`src/rtl/slem_cfg.svh`:
```
// Constants of the serial link error monitor: offsets, fields, resets, times.
// Assumes a 250 MHz clock and a same-clock character receiver in front.
`ifndef SLEM_CFG_SVH
`define SLEM_CFG_SVH

`define SLEM_OFS_CTRL 8'h00
`define SLEM_OFS_RX_PERIOD 8'h04
`define SLEM_OFS_STATUS 8'h08
`define SLEM_OFS_IRQ_STAT 8'h0C
`define SLEM_OFS_IRQ_MASK 8'h10
`define SLEM_OFS_ALARM_CLR 8'h14
`define SLEM_OFS_REC_COUNT 8'h18
`define SLEM_OFS_REC_DATA 8'h1C

`define SLEM_CTRL_CNT_LSB 0
`define SLEM_CTRL_TOA_LSB 4
`define SLEM_CTRL_STA_LSB 6
`define SLEM_CTRL_RST 8'h03
`define SLEM_RX_PERIOD_RST 16'h0000

`define SLEM_IRQ_LINK_ERR 0
`define SLEM_IRQ_LINK_ALARM 1
`define SLEM_IRQ_TIMEOUT 2
`define SLEM_IRQ_NACK 3

`define SLEM_CODE_LINK 8'h84
`define SLEM_CODE_TIMEOUT 8'h85

`define SLEM_CLK_MHZ 250
`define SLEM_RX_MON_US 10
`define SLEM_TICK_US 1000
`define SLEM_BLINK_MS 250

`endif

```
`src/rtl/slem_pkg.sv`:
```
// Types of the serial link error monitor.
// Assumes nothing of its surroundings.
package slem_pkg;

  typedef enum logic [0:0] {
    SLEM_IDLE,
    SLEM_RECV
  } slem_rx_state_type;

  typedef logic [1:0] slem_stop_mode_type;

  typedef logic [3:0] slem_cause_type;

endpackage : slem_pkg

```
`src/rtl/slem_monitor.sv`:
```
// Link error supervision: frame checks, warning, alarms, record, registers.
// Assumes characters arrive from a receiver on the same clock.
//
// The implementer's own choices: the plain strobed port and the address map.
`include "slem_cfg.svh"

module slem_monitor #(
  parameter int REC_DEPTH = 8,
  parameter int TICK_CYCLES = `SLEM_TICK_US * `SLEM_CLK_MHZ
) (
  // Clock and reset
  input wire logic clock_in,
  input wire logic resetn_in,
  // Register port
  input wire logic [7:0] reg_addr_in,
  input wire logic [31:0] reg_wdata_in,
  input wire logic reg_write_in,
  input wire logic reg_read_in,
  output logic [31:0] reg_rdata_out,
  // Received characters
  input wire logic char_valid_in,
  input wire logic [7:0] char_data_in,
  input wire logic char_stop_bit_in,
  input wire logic char_first_in,
  input wire logic char_last_in,
  input wire logic sim_send_in,
  // Command side
  input wire logic nack_in,
  input wire logic [7:0] nack_code_in,
  input wire logic stop_req_in,
  // Frame results
  output logic frame_accept_out,
  output logic frame_discard_out,
  // Drive and indicators
  output logic fault_indicator_out,
  output logic caution_indicator_out,
  output logic alarm_lamp_out,
  output logic motor_stop_out,
  output logic motor_excite_out,
  output slem_pkg::slem_stop_mode_type stop_mode_out,
  output logic irq_out
);

  // ----------------------------------------------------------------
  // Derived counts
  // ----------------------------------------------------------------
  localparam int RX_MON_CYC = `SLEM_RX_MON_US * `SLEM_CLK_MHZ;
  localparam int MON_W = $clog2(RX_MON_CYC + 1);
  localparam int TICK_W = $clog2(TICK_CYCLES + 1);
  localparam int IDX_W = $clog2(REC_DEPTH);
  localparam int BLINK_TICKS = `SLEM_BLINK_MS * 1000 / `SLEM_TICK_US;

  if (REC_DEPTH < 2 || (REC_DEPTH & (REC_DEPTH - 1)) != 0) begin : g_chk_d
    $error("REC_DEPTH must be a power of two of at least 2");
  end
  if (TICK_CYCLES < 2) begin : g_chk_t
    $error("TICK_CYCLES must be at least 2");
  end
  function automatic logic is_addr(input logic [7:0] a, input logic [7:0] o);
    is_addr = (a == o);
  endfunction : is_addr

  // ----------------------------------------------------------------
  // State
  // ----------------------------------------------------------------
  slem_pkg::slem_rx_state_type rx_state;
  slem_pkg::slem_rx_state_type next_rx_state;
  logic [MON_W-1:0] mon_cnt;
  logic [MON_W-1:0] next_mon_cnt;
  logic [7:0] bcc;
  logic [7:0] next_bcc;
  logic [7:0] ctrl;
  logic [15:0] rx_period;
  logic [3:0] consec;
  logic [3:0] next_consec;
  logic link_alarm;
  logic next_link_alarm;
  logic warning;
  logic timeout_alarm;
  logic next_timeout_alarm;
  logic [TICK_W-1:0] tick_cnt;
  logic tick;
  logic [15:0] idle_ticks;
  logic [15:0] blink_cnt;
  logic [3:0] irq_stat;
  logic [3:0] irq_mask;
  logic [3:0] next_irq_stat;
  logic [11:0] rec [REC_DEPTH];
  logic [IDX_W-1:0] rec_wptr;
  logic [IDX_W:0] rec_count;
  logic [IDX_W-1:0] rec_idx;

  // ----------------------------------------------------------------
  // Frame checking
  // ----------------------------------------------------------------
  logic ch;
  logic mon_expire;
  logic err;
  logic ok;
  slem_pkg::slem_cause_type cause;
  logic alarm_clr;
  logic next_alarm_any;
  logic alarm_any;

  assign alarm_clr = reg_write_in && reg_wdata_in[0] &&
                     is_addr(reg_addr_in, `SLEM_OFS_ALARM_CLR);
  assign ch = char_valid_in && !link_alarm;
  assign mon_expire = (rx_state == slem_pkg::SLEM_RECV) &&
                      (mon_cnt >= MON_W'(RX_MON_CYC - 1));
  assign alarm_any = link_alarm || timeout_alarm;

  always_comb begin
    next_rx_state = rx_state;
    next_mon_cnt = mon_cnt;
    next_bcc = bcc;
    err = 1'b0;
    ok = 1'b0;
    cause = 4'h0;
    case (rx_state)
      slem_pkg::SLEM_IDLE: begin
        if (ch && char_first_in) begin
          next_mon_cnt = '0;
          next_bcc = char_data_in;
          if (!char_stop_bit_in) begin
            err = 1'b1;
            cause = 4'h1;
          end else if (sim_send_in && char_data_in != 8'h00) begin
            err = 1'b1;
            cause = 4'h8;
          end else begin
            next_rx_state = slem_pkg::SLEM_RECV;
          end
        end
      end
      slem_pkg::SLEM_RECV: begin
        next_mon_cnt = mon_cnt + MON_W'(1);
        if (link_alarm) begin
          next_rx_state = slem_pkg::SLEM_IDLE;
        end else if (mon_expire) begin
          err = 1'b1;
          cause = 4'h2;
          next_rx_state = slem_pkg::SLEM_IDLE;
        end else if (ch) begin
          if (!char_stop_bit_in) begin
            err = 1'b1;
            cause = 4'h1;
            next_rx_state = slem_pkg::SLEM_IDLE;
          end else if (char_last_in) begin
            next_rx_state = slem_pkg::SLEM_IDLE;
            if (char_data_in != bcc) begin
              err = 1'b1;
              cause = 4'h4;
            end else begin
              ok = 1'b1;
            end
          end else begin
            next_bcc = bcc ^ char_data_in;
          end
        end
      end
      default: begin
        next_rx_state = slem_pkg::SLEM_IDLE;
      end
    endcase
  end
  always_ff @(posedge clock_in) begin
    if (!resetn_in) begin
      rx_state <= slem_pkg::SLEM_IDLE;
      mon_cnt <= '0;
      bcc <= 8'h00;
    end else begin
      rx_state <= next_rx_state;
      mon_cnt <= next_mon_cnt;
      bcc <= next_bcc;
    end
  end

  // ----------------------------------------------------------------
  // Error counting, warning and link alarm
  // ----------------------------------------------------------------
  always_comb begin
    next_consec = consec;
    if (ok || alarm_clr) begin
      next_consec = 4'h0;
    end
    if (err && consec != 4'hF) begin
      next_consec = consec + 4'h1;
    end
    next_link_alarm = link_alarm && !alarm_clr;
    if (err && next_consec >= ctrl[`SLEM_CTRL_CNT_LSB +: 4]) begin
      next_link_alarm = 1'b1;
    end
  end
  always_ff @(posedge clock_in) begin
    if (!resetn_in) begin
      consec <= 4'h0;
      link_alarm <= 1'b0;
    end else begin
      consec <= next_consec;
      link_alarm <= next_link_alarm;
    end
  end
  always_ff @(posedge clock_in) begin
    if (!resetn_in) begin
      warning <= 1'b0;
    end else if (err) begin
      warning <= 1'b1;
    end else if (ok) begin
      warning <= 1'b0;
    end
  end

  // ----------------------------------------------------------------
  // Communication timeout
  // ----------------------------------------------------------------
  assign tick = (tick_cnt == TICK_W'(TICK_CYCLES - 1));
  always_ff @(posedge clock_in) begin
    if (!resetn_in || tick) begin
      tick_cnt <= '0;
    end else begin
      tick_cnt <= tick_cnt + TICK_W'(1);
    end
  end

  always_comb begin
    next_timeout_alarm = timeout_alarm && !alarm_clr;
    if (rx_period != 16'h0000 && idle_ticks >= rx_period) begin
      next_timeout_alarm = 1'b1;
    end
  end
  always_ff @(posedge clock_in) begin
    if (!resetn_in) begin
      idle_ticks <= 16'h0000;
      timeout_alarm <= 1'b0;
    end else begin
      timeout_alarm <= next_timeout_alarm;
      if (ch || alarm_any) begin
        idle_ticks <= 16'h0000;
      end else if (tick && idle_ticks != 16'hFFFF) begin
        idle_ticks <= idle_ticks + 16'h0001;
      end
    end
  end

  // ----------------------------------------------------------------
  // Drive and indicator outputs
  // ----------------------------------------------------------------
  assign next_alarm_any = next_link_alarm || next_timeout_alarm;
  always_ff @(posedge clock_in) begin
    if (!resetn_in) begin
      fault_indicator_out <= 1'b1;
      caution_indicator_out <= 1'b0;
      motor_stop_out <= 1'b0;
      motor_excite_out <= 1'b1;
      frame_accept_out <= 1'b0;
      frame_discard_out <= 1'b0;
    end else begin
      fault_indicator_out <= !next_alarm_any;
      motor_stop_out <= next_alarm_any || stop_req_in;
      caution_indicator_out <= err || (warning && !ok);
      motor_excite_out <= !next_link_alarm;
      frame_accept_out <= ok;
      frame_discard_out <= err || nack_in;
    end
  end

  always_ff @(posedge clock_in) begin
    if (!resetn_in) begin
      stop_mode_out <= 2'h0;
    end else if (next_timeout_alarm && !timeout_alarm) begin
      stop_mode_out <= ctrl[`SLEM_CTRL_TOA_LSB +: 2];
    end else if (stop_req_in) begin
      stop_mode_out <= ctrl[`SLEM_CTRL_STA_LSB +: 2];
    end
  end

  always_ff @(posedge clock_in) begin
    if (!resetn_in) begin
      alarm_lamp_out <= 1'b0;
      blink_cnt <= 16'h0000;
    end else if (!next_alarm_any) begin
      alarm_lamp_out <= 1'b0;
      blink_cnt <= 16'h0000;
    end else if (!alarm_any) begin
      alarm_lamp_out <= 1'b1;
      blink_cnt <= 16'h0000;
    end else if (tick) begin
      if (blink_cnt == 16'(BLINK_TICKS - 1)) begin
        blink_cnt <= 16'h0000;
        alarm_lamp_out <= !alarm_lamp_out;
      end else begin
        blink_cnt <= blink_cnt + 16'h0001;
      end
    end
  end

  // ----------------------------------------------------------------
  // Communication error record
  // ----------------------------------------------------------------
  always_ff @(posedge clock_in) begin
    if (!resetn_in) begin
      rec_wptr <= '0;
      rec_count <= '0;
    end else if (err || nack_in) begin
      rec_wptr <= rec_wptr + IDX_W'(1);
      if (rec_count != (IDX_W + 1)'(REC_DEPTH)) begin
        rec_count <= rec_count + (IDX_W + 1)'(1);
      end
    end
  end
  always_ff @(posedge clock_in) begin
    if (!resetn_in) begin
      for (int i = 0; i < REC_DEPTH; i++) begin
        rec[i] <= 12'h000;
      end
    end else if (err) begin
      rec[rec_wptr] <= {cause, `SLEM_CODE_LINK};
    end else if (nack_in) begin
      rec[rec_wptr] <= {4'h0, nack_code_in};
    end
  end

  // ----------------------------------------------------------------
  // Interrupt status and mask
  // ----------------------------------------------------------------
  always_comb begin
    next_irq_stat = irq_stat;
    if (reg_write_in && is_addr(reg_addr_in, `SLEM_OFS_IRQ_STAT)) begin
      next_irq_stat = irq_stat & ~reg_wdata_in[3:0];
    end
    if (err) begin
      next_irq_stat[`SLEM_IRQ_LINK_ERR] = 1'b1;
    end
    if (next_link_alarm && !link_alarm) begin
      next_irq_stat[`SLEM_IRQ_LINK_ALARM] = 1'b1;
    end
    if (next_timeout_alarm && !timeout_alarm) begin
      next_irq_stat[`SLEM_IRQ_TIMEOUT] = 1'b1;
    end
    if (nack_in) begin
      next_irq_stat[`SLEM_IRQ_NACK] = 1'b1;
    end
  end
  always_ff @(posedge clock_in) begin
    if (!resetn_in) begin
      irq_stat <= 4'h0;
      irq_out <= 1'b0;
    end else begin
      irq_stat <= next_irq_stat;
      irq_out <= |(next_irq_stat & irq_mask);
    end
  end

  // ----------------------------------------------------------------
  // Register writes
  // ----------------------------------------------------------------
  always_ff @(posedge clock_in) begin
    if (!resetn_in) begin
      ctrl <= `SLEM_CTRL_RST;
      rx_period <= `SLEM_RX_PERIOD_RST;
      irq_mask <= 4'h0;
      rec_idx <= '0;
    end else if (reg_write_in) begin
      if (is_addr(reg_addr_in, `SLEM_OFS_CTRL)) begin
        ctrl <= reg_wdata_in[7:0];
      end
      if (is_addr(reg_addr_in, `SLEM_OFS_RX_PERIOD)) begin
        rx_period <= reg_wdata_in[15:0];
      end
      if (is_addr(reg_addr_in, `SLEM_OFS_IRQ_MASK)) begin
        irq_mask <= reg_wdata_in[3:0];
      end
      if (is_addr(reg_addr_in, `SLEM_OFS_REC_DATA)) begin
        rec_idx <= reg_wdata_in[IDX_W-1:0];
      end
    end
  end

  // ----------------------------------------------------------------
  // Register reads
  // ----------------------------------------------------------------
  always_ff @(posedge clock_in) begin
    if (!resetn_in || !reg_read_in) begin
      reg_rdata_out <= 32'h0000_0000;
    end else begin
      case (reg_addr_in)
        `SLEM_OFS_CTRL: reg_rdata_out <= {24'h00_0000, ctrl};
        `SLEM_OFS_RX_PERIOD: reg_rdata_out <= {16'h0000, rx_period};
        `SLEM_OFS_STATUS: reg_rdata_out <= {24'h00_0000, consec, 1'b0,
          timeout_alarm, link_alarm, warning};
        `SLEM_OFS_IRQ_STAT: reg_rdata_out <= {28'h000_0000, irq_stat};
        `SLEM_OFS_IRQ_MASK: reg_rdata_out <= {28'h000_0000, irq_mask};
        `SLEM_OFS_REC_COUNT: reg_rdata_out <= 32'(rec_count);
        `SLEM_OFS_REC_DATA: reg_rdata_out <= {20'h0_0000, rec[rec_idx]};
        default: reg_rdata_out <= 32'h0000_0000;
      endcase
    end
  end

endmodule : slem_monitor

```
`config.mk`:
```
export PLATFORM = sky130hd
export DESIGN_NAME = slem_monitor
export DESIGN_NICKNAME = d
export VERILOG_FILES = /design/src/rtl/slem_pkg.sv /design/src/rtl/slem_monitor.sv
export VERILOG_INCLUDE_DIRS = /design/src /design/src/rtl
export SDC_FILE = /design/constraint.sdc
export NUM_CORES = 1
export LEC_CHECK = 0
export BUFFER_PORTS_ARGS = -buffer_cell sky130_fd_sc_hd__buf_2
export CAP_MARGIN = 20
export CORE_ASPECT_RATIO = 0.7
export CORE_MARGIN = 3
export CORE_UTILIZATION = 54
export DETAILED_ROUTE_END_ITERATION = 10
export GPL_TIMING_DRIVEN = 0
export PLACE_DENSITY_LB_ADDON = 0.05
export SYNTH_ARGS = -nofsm -noshare
export SYNTH_HDL_FRONTEND = slang
export SYNTH_SLANG_ARGS = --single-unit
```
`constraint.sdc`:
```
create_clock -name clock_in -period 3.95 [get_ports clock_in]
set_input_delay 0.5925 -clock clock_in [delete_from_list [all_inputs] [get_ports clock_in]]
set_output_delay 0.5925 -clock clock_in [all_outputs]
set_load 0.05 [all_outputs]
```
After elaboration in Yosys (flattened, before gate mapping)
Memory sizes are Yosys's and may differ from the RTL's. A register that Yosys moved wholly into a read port is not among the register bits.
Cells that the tools add are included.
{ "totals": {"register_bits": 162, "mem_bits_rw": 96, "input_bits": 67, "output_inout_bits": 42, "elab_cells": 194, "memories": 1} }
{ "mem_list": {"columns": ["name", "words", "width", "rd", "rd_ports_with_merged_regs", "write_ports", "line_no", "text"], "rows": [
  ["rec", 8, 12, 1, 1, 8, "slem_monitor.sv:88", "logic [11:0] rec [REC_DEPTH];"]
]} }
{ "op_classes": {"addsub": 7, "order_cmp": 3, "n_eq_ne": 21, "mux": 77, "bitwise_logic": 7, "n_reduce_logical": 51} }
{ "ops": {"columns": ["cell", "count"], "rows": [
  ["case mux 16 bit (7 select lines)", 1],
  ["two-way mux 8 bit", 6],
  ["two-way mux 1 bit", 44],
  ["two-way mux 12 bit", 3],
  ["adder 16 x 1 -> 16 bit (second input constant)", 2],
  ["== test 8 x 5 -> 1 bit (second input constant)", 4],
  ["two-way mux 3 bit", 9],
  ["two-way mux 4 bit", 6],
  ["case mux 12 bit (2 select lines)", 1],
  ["adder 18 x 1 -> 18 bit (second input constant)", 1],
  ["== test 18 bit (second input constant)", 1],
  ["== test 16 x 8 -> 1 bit (second input constant)", 1],
  ["== test 8 x 4 -> 1 bit (second input constant)", 2],
  [">= comparator 16 bit", 1],
  ["logical AND 1 bit", 16],
  ["two-way mux 16 bit", 1],
  ["inequality test 16 bit (second input constant)", 1],
  ["case mux 8 bit (2 select lines)", 1],
  ["nonzero test 16 bit", 1],
  ["AND reduction 2 bit", 7],
  ["adder 12 x 1 -> 12 bit (second input constant)", 1],
  [">= comparator 12 bit (second input constant)", 1],
  ["inequality test 2 bit (second input constant)", 6],
  ["OR reduction 12 bit", 1],
  ["other kinds (24)", 48]
]} }

Longest topological paths before layout
{ "logic_depth": {"word_depth": 18, "depth_mapped": 17, "ltp_nobuf": 15} }

Worst setup path after synthesis
Ideal clock, no wire load.
{ "synth_timing": {"path_type": "register to register", "start": "register mon_cnt[0]", "end": "register blink_cnt[10]", "setup_time_ps": 117, "arrival_time_ps": 3671, "required_time_ps": 3833, "slack_ps": 161, "path_stages_with_launch": 16, "n_path_buf": 1, "period_less_slack_ps": 3789, "path_cell_list": "dfxtp_1 -> ha_1 -> or4_4 -> o211ai_2 -> and3_4 -> or4b_4 -> and3_4 -> mux2_4 -> ha_1 -> a21o_1 -> a21o_1 -> a21oi_1 -> o21ai_1 -> o21ai_1 -> buf_2 -> nor2_1"} }
{ "synth_between": {"elab_chain_len": 13, "elab_cells_between_ends": 17, "cone_classes": "order compare (2); mux (9); reduce/logical (6)"} }
{ "synth_lines": {"columns": ["item", "line_no", "text"], "rows": [
  ["from (decl)", "slem_monitor.sv:68", "logic [MON_W-1:0] mon_cnt;"],
  ["from (signal assigned)", "slem_monitor.sv:173", "mon_cnt <= next_mon_cnt;"],
  [">= comparator 12 bit *", "slem_monitor.sv:109", "(mon_cnt >= MON_W'(RX_MON_CYC - 1));"],
  ["logical AND 1 bit *", "slem_monitor.sv:108", "assign mon_expire = (rx_state == slem_pkg::SLEM_RECV) &&"],
  ["two-way mux 1 bit", "slem_monitor.sv:139", "end else if (mon_expire) begin"],
  ["two-way mux 1 bit", "slem_monitor.sv:137", "if (link_alarm) begin"],
  ["two-way mux 1 bit", "slem_monitor.sv:119", "case (rx_state)"],
  ["logical OR 1 bit", "slem_monitor.sv:183", "if (ok || alarm_clr) begin"],
  ["two-way mux 4 bit", "slem_monitor.sv:183", null],
  ["two-way mux 4 bit *", "slem_monitor.sv:186", "if (err && consec != 4'hF) begin"],
  ["net next_consec[1]", "slem_monitor.sv:75", "logic [3:0] next_consec;"],
  [">= comparator 4 bit *", "slem_monitor.sv:190", "if (err && next_consec >= ctrl[`SLEM_CTRL_CNT_LSB +: 4]) begin"],
  ["logical AND 1 bit *", "slem_monitor.sv:190", null],
  ["two-way mux 1 bit *", "slem_monitor.sv:190", null],
  ["logical OR 1 bit *", "slem_monitor.sv:248", "assign next_alarm_any = next_link_alarm || next_timeout_alarm;"],
  ["AND reduction 3 bit (no line) *", null, null],
  ["to (signal assigned)", "slem_monitor.sv:292", "blink_cnt <= blink_cnt + 16'h0001;"],
  ["to (decl)", "slem_monitor.sv:84", "logic [15:0] blink_cnt;"]
]} }
The timed path passes the listed nets; every way through them passes the cells marked *.
A chain may end at the register's enable or synchronous reset.

Worst setup path in the final report
{ "layout_timing": {"start": "register mon_cnt[0]", "end": "register irq_out"} }
{ "layout_between": {"elab_chain_len": 15, "elab_cells_between_ends": 20, "cone_classes": "order compare (2); mux (11); bitwise (1); reduce/logical (6)"} }
{ "layout_lines": {"columns": ["item", "line_no", "text"], "rows": [
  [">= comparator 12 bit *", "slem_monitor.sv:109", null],
  ["logical AND 1 bit *", "slem_monitor.sv:108", null],
  ["two-way mux 1 bit", "slem_monitor.sv:139", null],
  ["two-way mux 1 bit", "slem_monitor.sv:137", null],
  ["two-way mux 1 bit", "slem_monitor.sv:119", null],
  ["logical OR 1 bit", "slem_monitor.sv:183", null],
  ["two-way mux 4 bit", "slem_monitor.sv:183", null],
  ["two-way mux 4 bit *", "slem_monitor.sv:186", null],
  ["net next_consec[1]", "slem_monitor.sv:75", null],
  [">= comparator 4 bit *", "slem_monitor.sv:190", null],
  ["logical AND 1 bit *", "slem_monitor.sv:190", null],
  ["two-way mux 1 bit *", "slem_monitor.sv:190", null],
  ["logical AND 1 bit *", "slem_monitor.sv:334", "if (next_link_alarm && !link_alarm) begin"],
  ["two-way mux 1 bit *", "slem_monitor.sv:334", null],
  ["AND 4 bit *", "slem_monitor.sv:350", "irq_out <= |(next_irq_stat & irq_mask);"],
  ["OR reduction 4 bit *", "slem_monitor.sv:350", null],
  ["to (signal assigned)", "slem_monitor.sv:350", null],
  ["to (decl)", "slem_monitor.sv:41", "output logic irq_out"]
]} }
Marks and branches as above.

==> results.yml <==
timing:
  fmax_mhz: 255
  hold_viol: 0
  fin_setup_tns_ns: 0
  maxSlewViolCount: 0
  hold_slack_ns: 0.322
  timing.final.ws_setup_ns: 0.0268
  period_share: 0.993
  rsz0062_at_grt: "true"
  finalCriticalPeriod_ns: 3.92
  tightest_slew_ns: 0.911
  setup_violations: 0
  relSlewSlack: 0.393
  fin_skew_ns: 0.00832
layout:
  nNetsFinal: 1365
  most-common-layout-cells: "nor2_1 (197), dfxtp_1 (147), nand2_1 (131)"
  area.growth.synth_to_final_pct: 15.9
  stdcell_count: 1560
  drive_above_1_share: 0.179
  final_area_sq_mm: 0.0132
  fillers: 1677
  layout_commonest_cell: "nor2_1"
pwr:
  switching_share: 0.228
  p_leak_nw: 4.84
  p_int_mw: 4.34
  power-per-cell-area_mw_per_mm2: 425
  p_switching_mw: 1.28
  p_seq_frac: 0.487
  power.share.clock: 0.442
  power_frac_comb: 0.070
  ir_worst_vdd_mv: 0.316
clock_network:
  cts_tree: "built"
  ctsRootBufferMaster: "clkbuf_16"
  cts_hold_buf: 0
  clkTransAtPathRegs_ns: 0.06
  insertion_delay_ns: 0.52
  ctsHtreeMaxLevel: 1
  numCtsBuffers: 24
  cts.sinks: 245
  clk_path_buf_depth: 3
drt:
  initialDrtViolationCount: 956
  antenna_left: 0
  drt-total-wl_mm: 29.1
  drcViolationCount: 0
  vias_per_cell: 5.73
  firstDrtPassIters: 5
  post_drt_wl_per_cell_um: 18.7
  vias: 8942
placed_design:
  dp_slack_ns: -0.695
  hpwlAfterDp_mm: 20.9
  io_buffers: 74
  place_inst: 1505
  dpl_cell_area_sq_mm: 0.0122
  gp_congestion: 0.902
worst_setup_path:
  r2r_setup_slack_ns: 0.03
  path_cells: "ha_4 > or4_4 > o211ai_4 > and3_4 > or4b_4 > and3_4 > mux2_4 > ha_4 > a21o_1 > a21o_1 > a21oi_2 > o21ai_2 > a222oi_1 > a21oi_1"
  critical_path.max_stage_delay_ns: 0.50
  worstPathArrival_ns: 4.29
  critPathRequiredTime_ns: 4.32
  cp_slowest_cell: "or4b_4"
  crit_start: "mon_cnt[0]"
  crit_fanout: 4
  r2r-start: "mon_cnt[0]"
  worstSetupPathType: "register to register"
  worst_setup_path_start_kind: "register"
  worst_setup_path_end_kind: "register"
die:
  die_w_um: 180
  die_area_sq_mm: 0.0229
  start_util: 0.562
  die_h_um: 128
  core_sq_mm: 0.0203
  fp-row-count: 43
  io-pin-count: 109
global_routing:
  grt-ovfl-total: 0
  grt_max_degree: 16
  grt_pass1_wl_mm: 45.4
  grt_pass1_vias: 8175
  antenna_found_initial: 3
  grt_usage: 0.249
yosys:
  synth_seq_cells: 245
  async_flop_share: 0
  synth_area_per_cell_sq_um: 9.95
  synth_ff_type: "dfxtp_1"
  yosysWarnings: 0
  yosysSeqAreaShare: 0.515
  synth_cell_type_count: 71
  syn_inst: 1145
  synth_edf_count: 96
  syn_area_sq_mm: 0.0114
hold_path:
  min_from: "reg_wdata_in[11]"
  min_path_type: "input port to register"
flow_run:
  max_cap_violations: 0
status:
  outcome: "finished, final reports clean"
-- kinds of logic after synthesis --
kind of cell | after synthesis | synth area share
adder cells (fa/ha/maj) | 29 | 0.0318
AND/OR/NAND/NOR | 492 | 0.201
flip-flops | 245 | 0.515
other | 1 | 0.000329
buffers and inverters | 111 | 0.0454
AO/OA/AOI/OAI | 157 | 0.0877
XOR/XNOR | 60 | 0.0461
multiplexers | 50 | 0.0725
-- metal layers --
metal  wire length [um]  global-route usage
met1              14200               0.396
met4                475              0.0527
met3               2640              0.0433
met2              11800               0.356
met5                 12                   0
-- critical path: cells and delay by family, from the launching register on --
| kind | cells | cell delay, ns |
|---|---|---|
| simple gates | 4 | 1.43 |
| compound gates | 7 | 1.33 |
| fa+ha+maj | 2 | 0.37 |
| flops | 1 | 0.37 |
| mux | 1 | 0.27 |
-- registers in the layout, summed over array words and instances (netlist names), 8 cells and up, named ones only --
| signal | count |
|---|---|
| rec | 96 |
| tick_cnt | 18 |
| blink_cnt | 16 |
| idle_ticks | 16 |
| reg_rdata_out | 16 |
| rx_period | 16 |
| mon_cnt | 12 |
| bcc | 8 |
| ctrl | 8 |
-- final timing paths --
kind / depth (start not counted) / to
hold / removal: 3 / rx_period[11]
setup / recovery: 14 / irq_out
hold reg to reg: 2 / rec_idx[1]
setup reg to reg: 14 / irq_out
-- cell usage after synthesis (25+ instances only) --
master    instances  area [sq um]
edfxtp_1         96          2880
ha_1             29           363
buf_4            25           188
nand2_1         131           492
nand3_1          35           175
clkbuf_1         33           124
nor2_1          200           751
dfxtp_1         149          2980
xor2_1           34           298
xnor2_1          26           228
a21oi_1          60           300
inv_1            39           146
-- power groups by stage --
stage,clock network [mW],registers (mW),logic (mW)
floorplan,0,2.79,0.244
global placement,0,2.79,0.372
detailed placement,0,2.79,0.377
CTS,2.51,2.74,0.380
global route,2.61,2.75,0.427
finish,2.49,2.74,0.395
-- timing repair --
item	4_1_cts	5_1_grt
gates resized for setup	7	22
pin swaps	5	13
cloned	0	1
setup endpoints to repair	20	20
buffers inserted	1	6
-- layout make-up --
cell class,instances,area [sq um],share of cell area
Inverter,40,150,0.0114
Multi-Input combinational cell,804,5170,0.392
Sequential cell,245,5870,0.444
Tap cell,270,338,0.0256
Antenna cell,3,7.51,0.000568
Clock buffer,31,658,0.0498
Clock inverter,13,190,0.0144
Buffer,71,377,0.0285
Timing Repair Buffer,83,443,0.0335
-- stage by stage --
step | power (mW) | utilization
after floorplan | 3.04 | -
after detailed placement | 3.17 | 0.600
final | 5.62 | 0.651
after global placement | 3.16 | 0.600
after global routing | 5.78 | 0.651
after CTS | 5.63 | 0.643
Power figures use the tool's default switching activity.
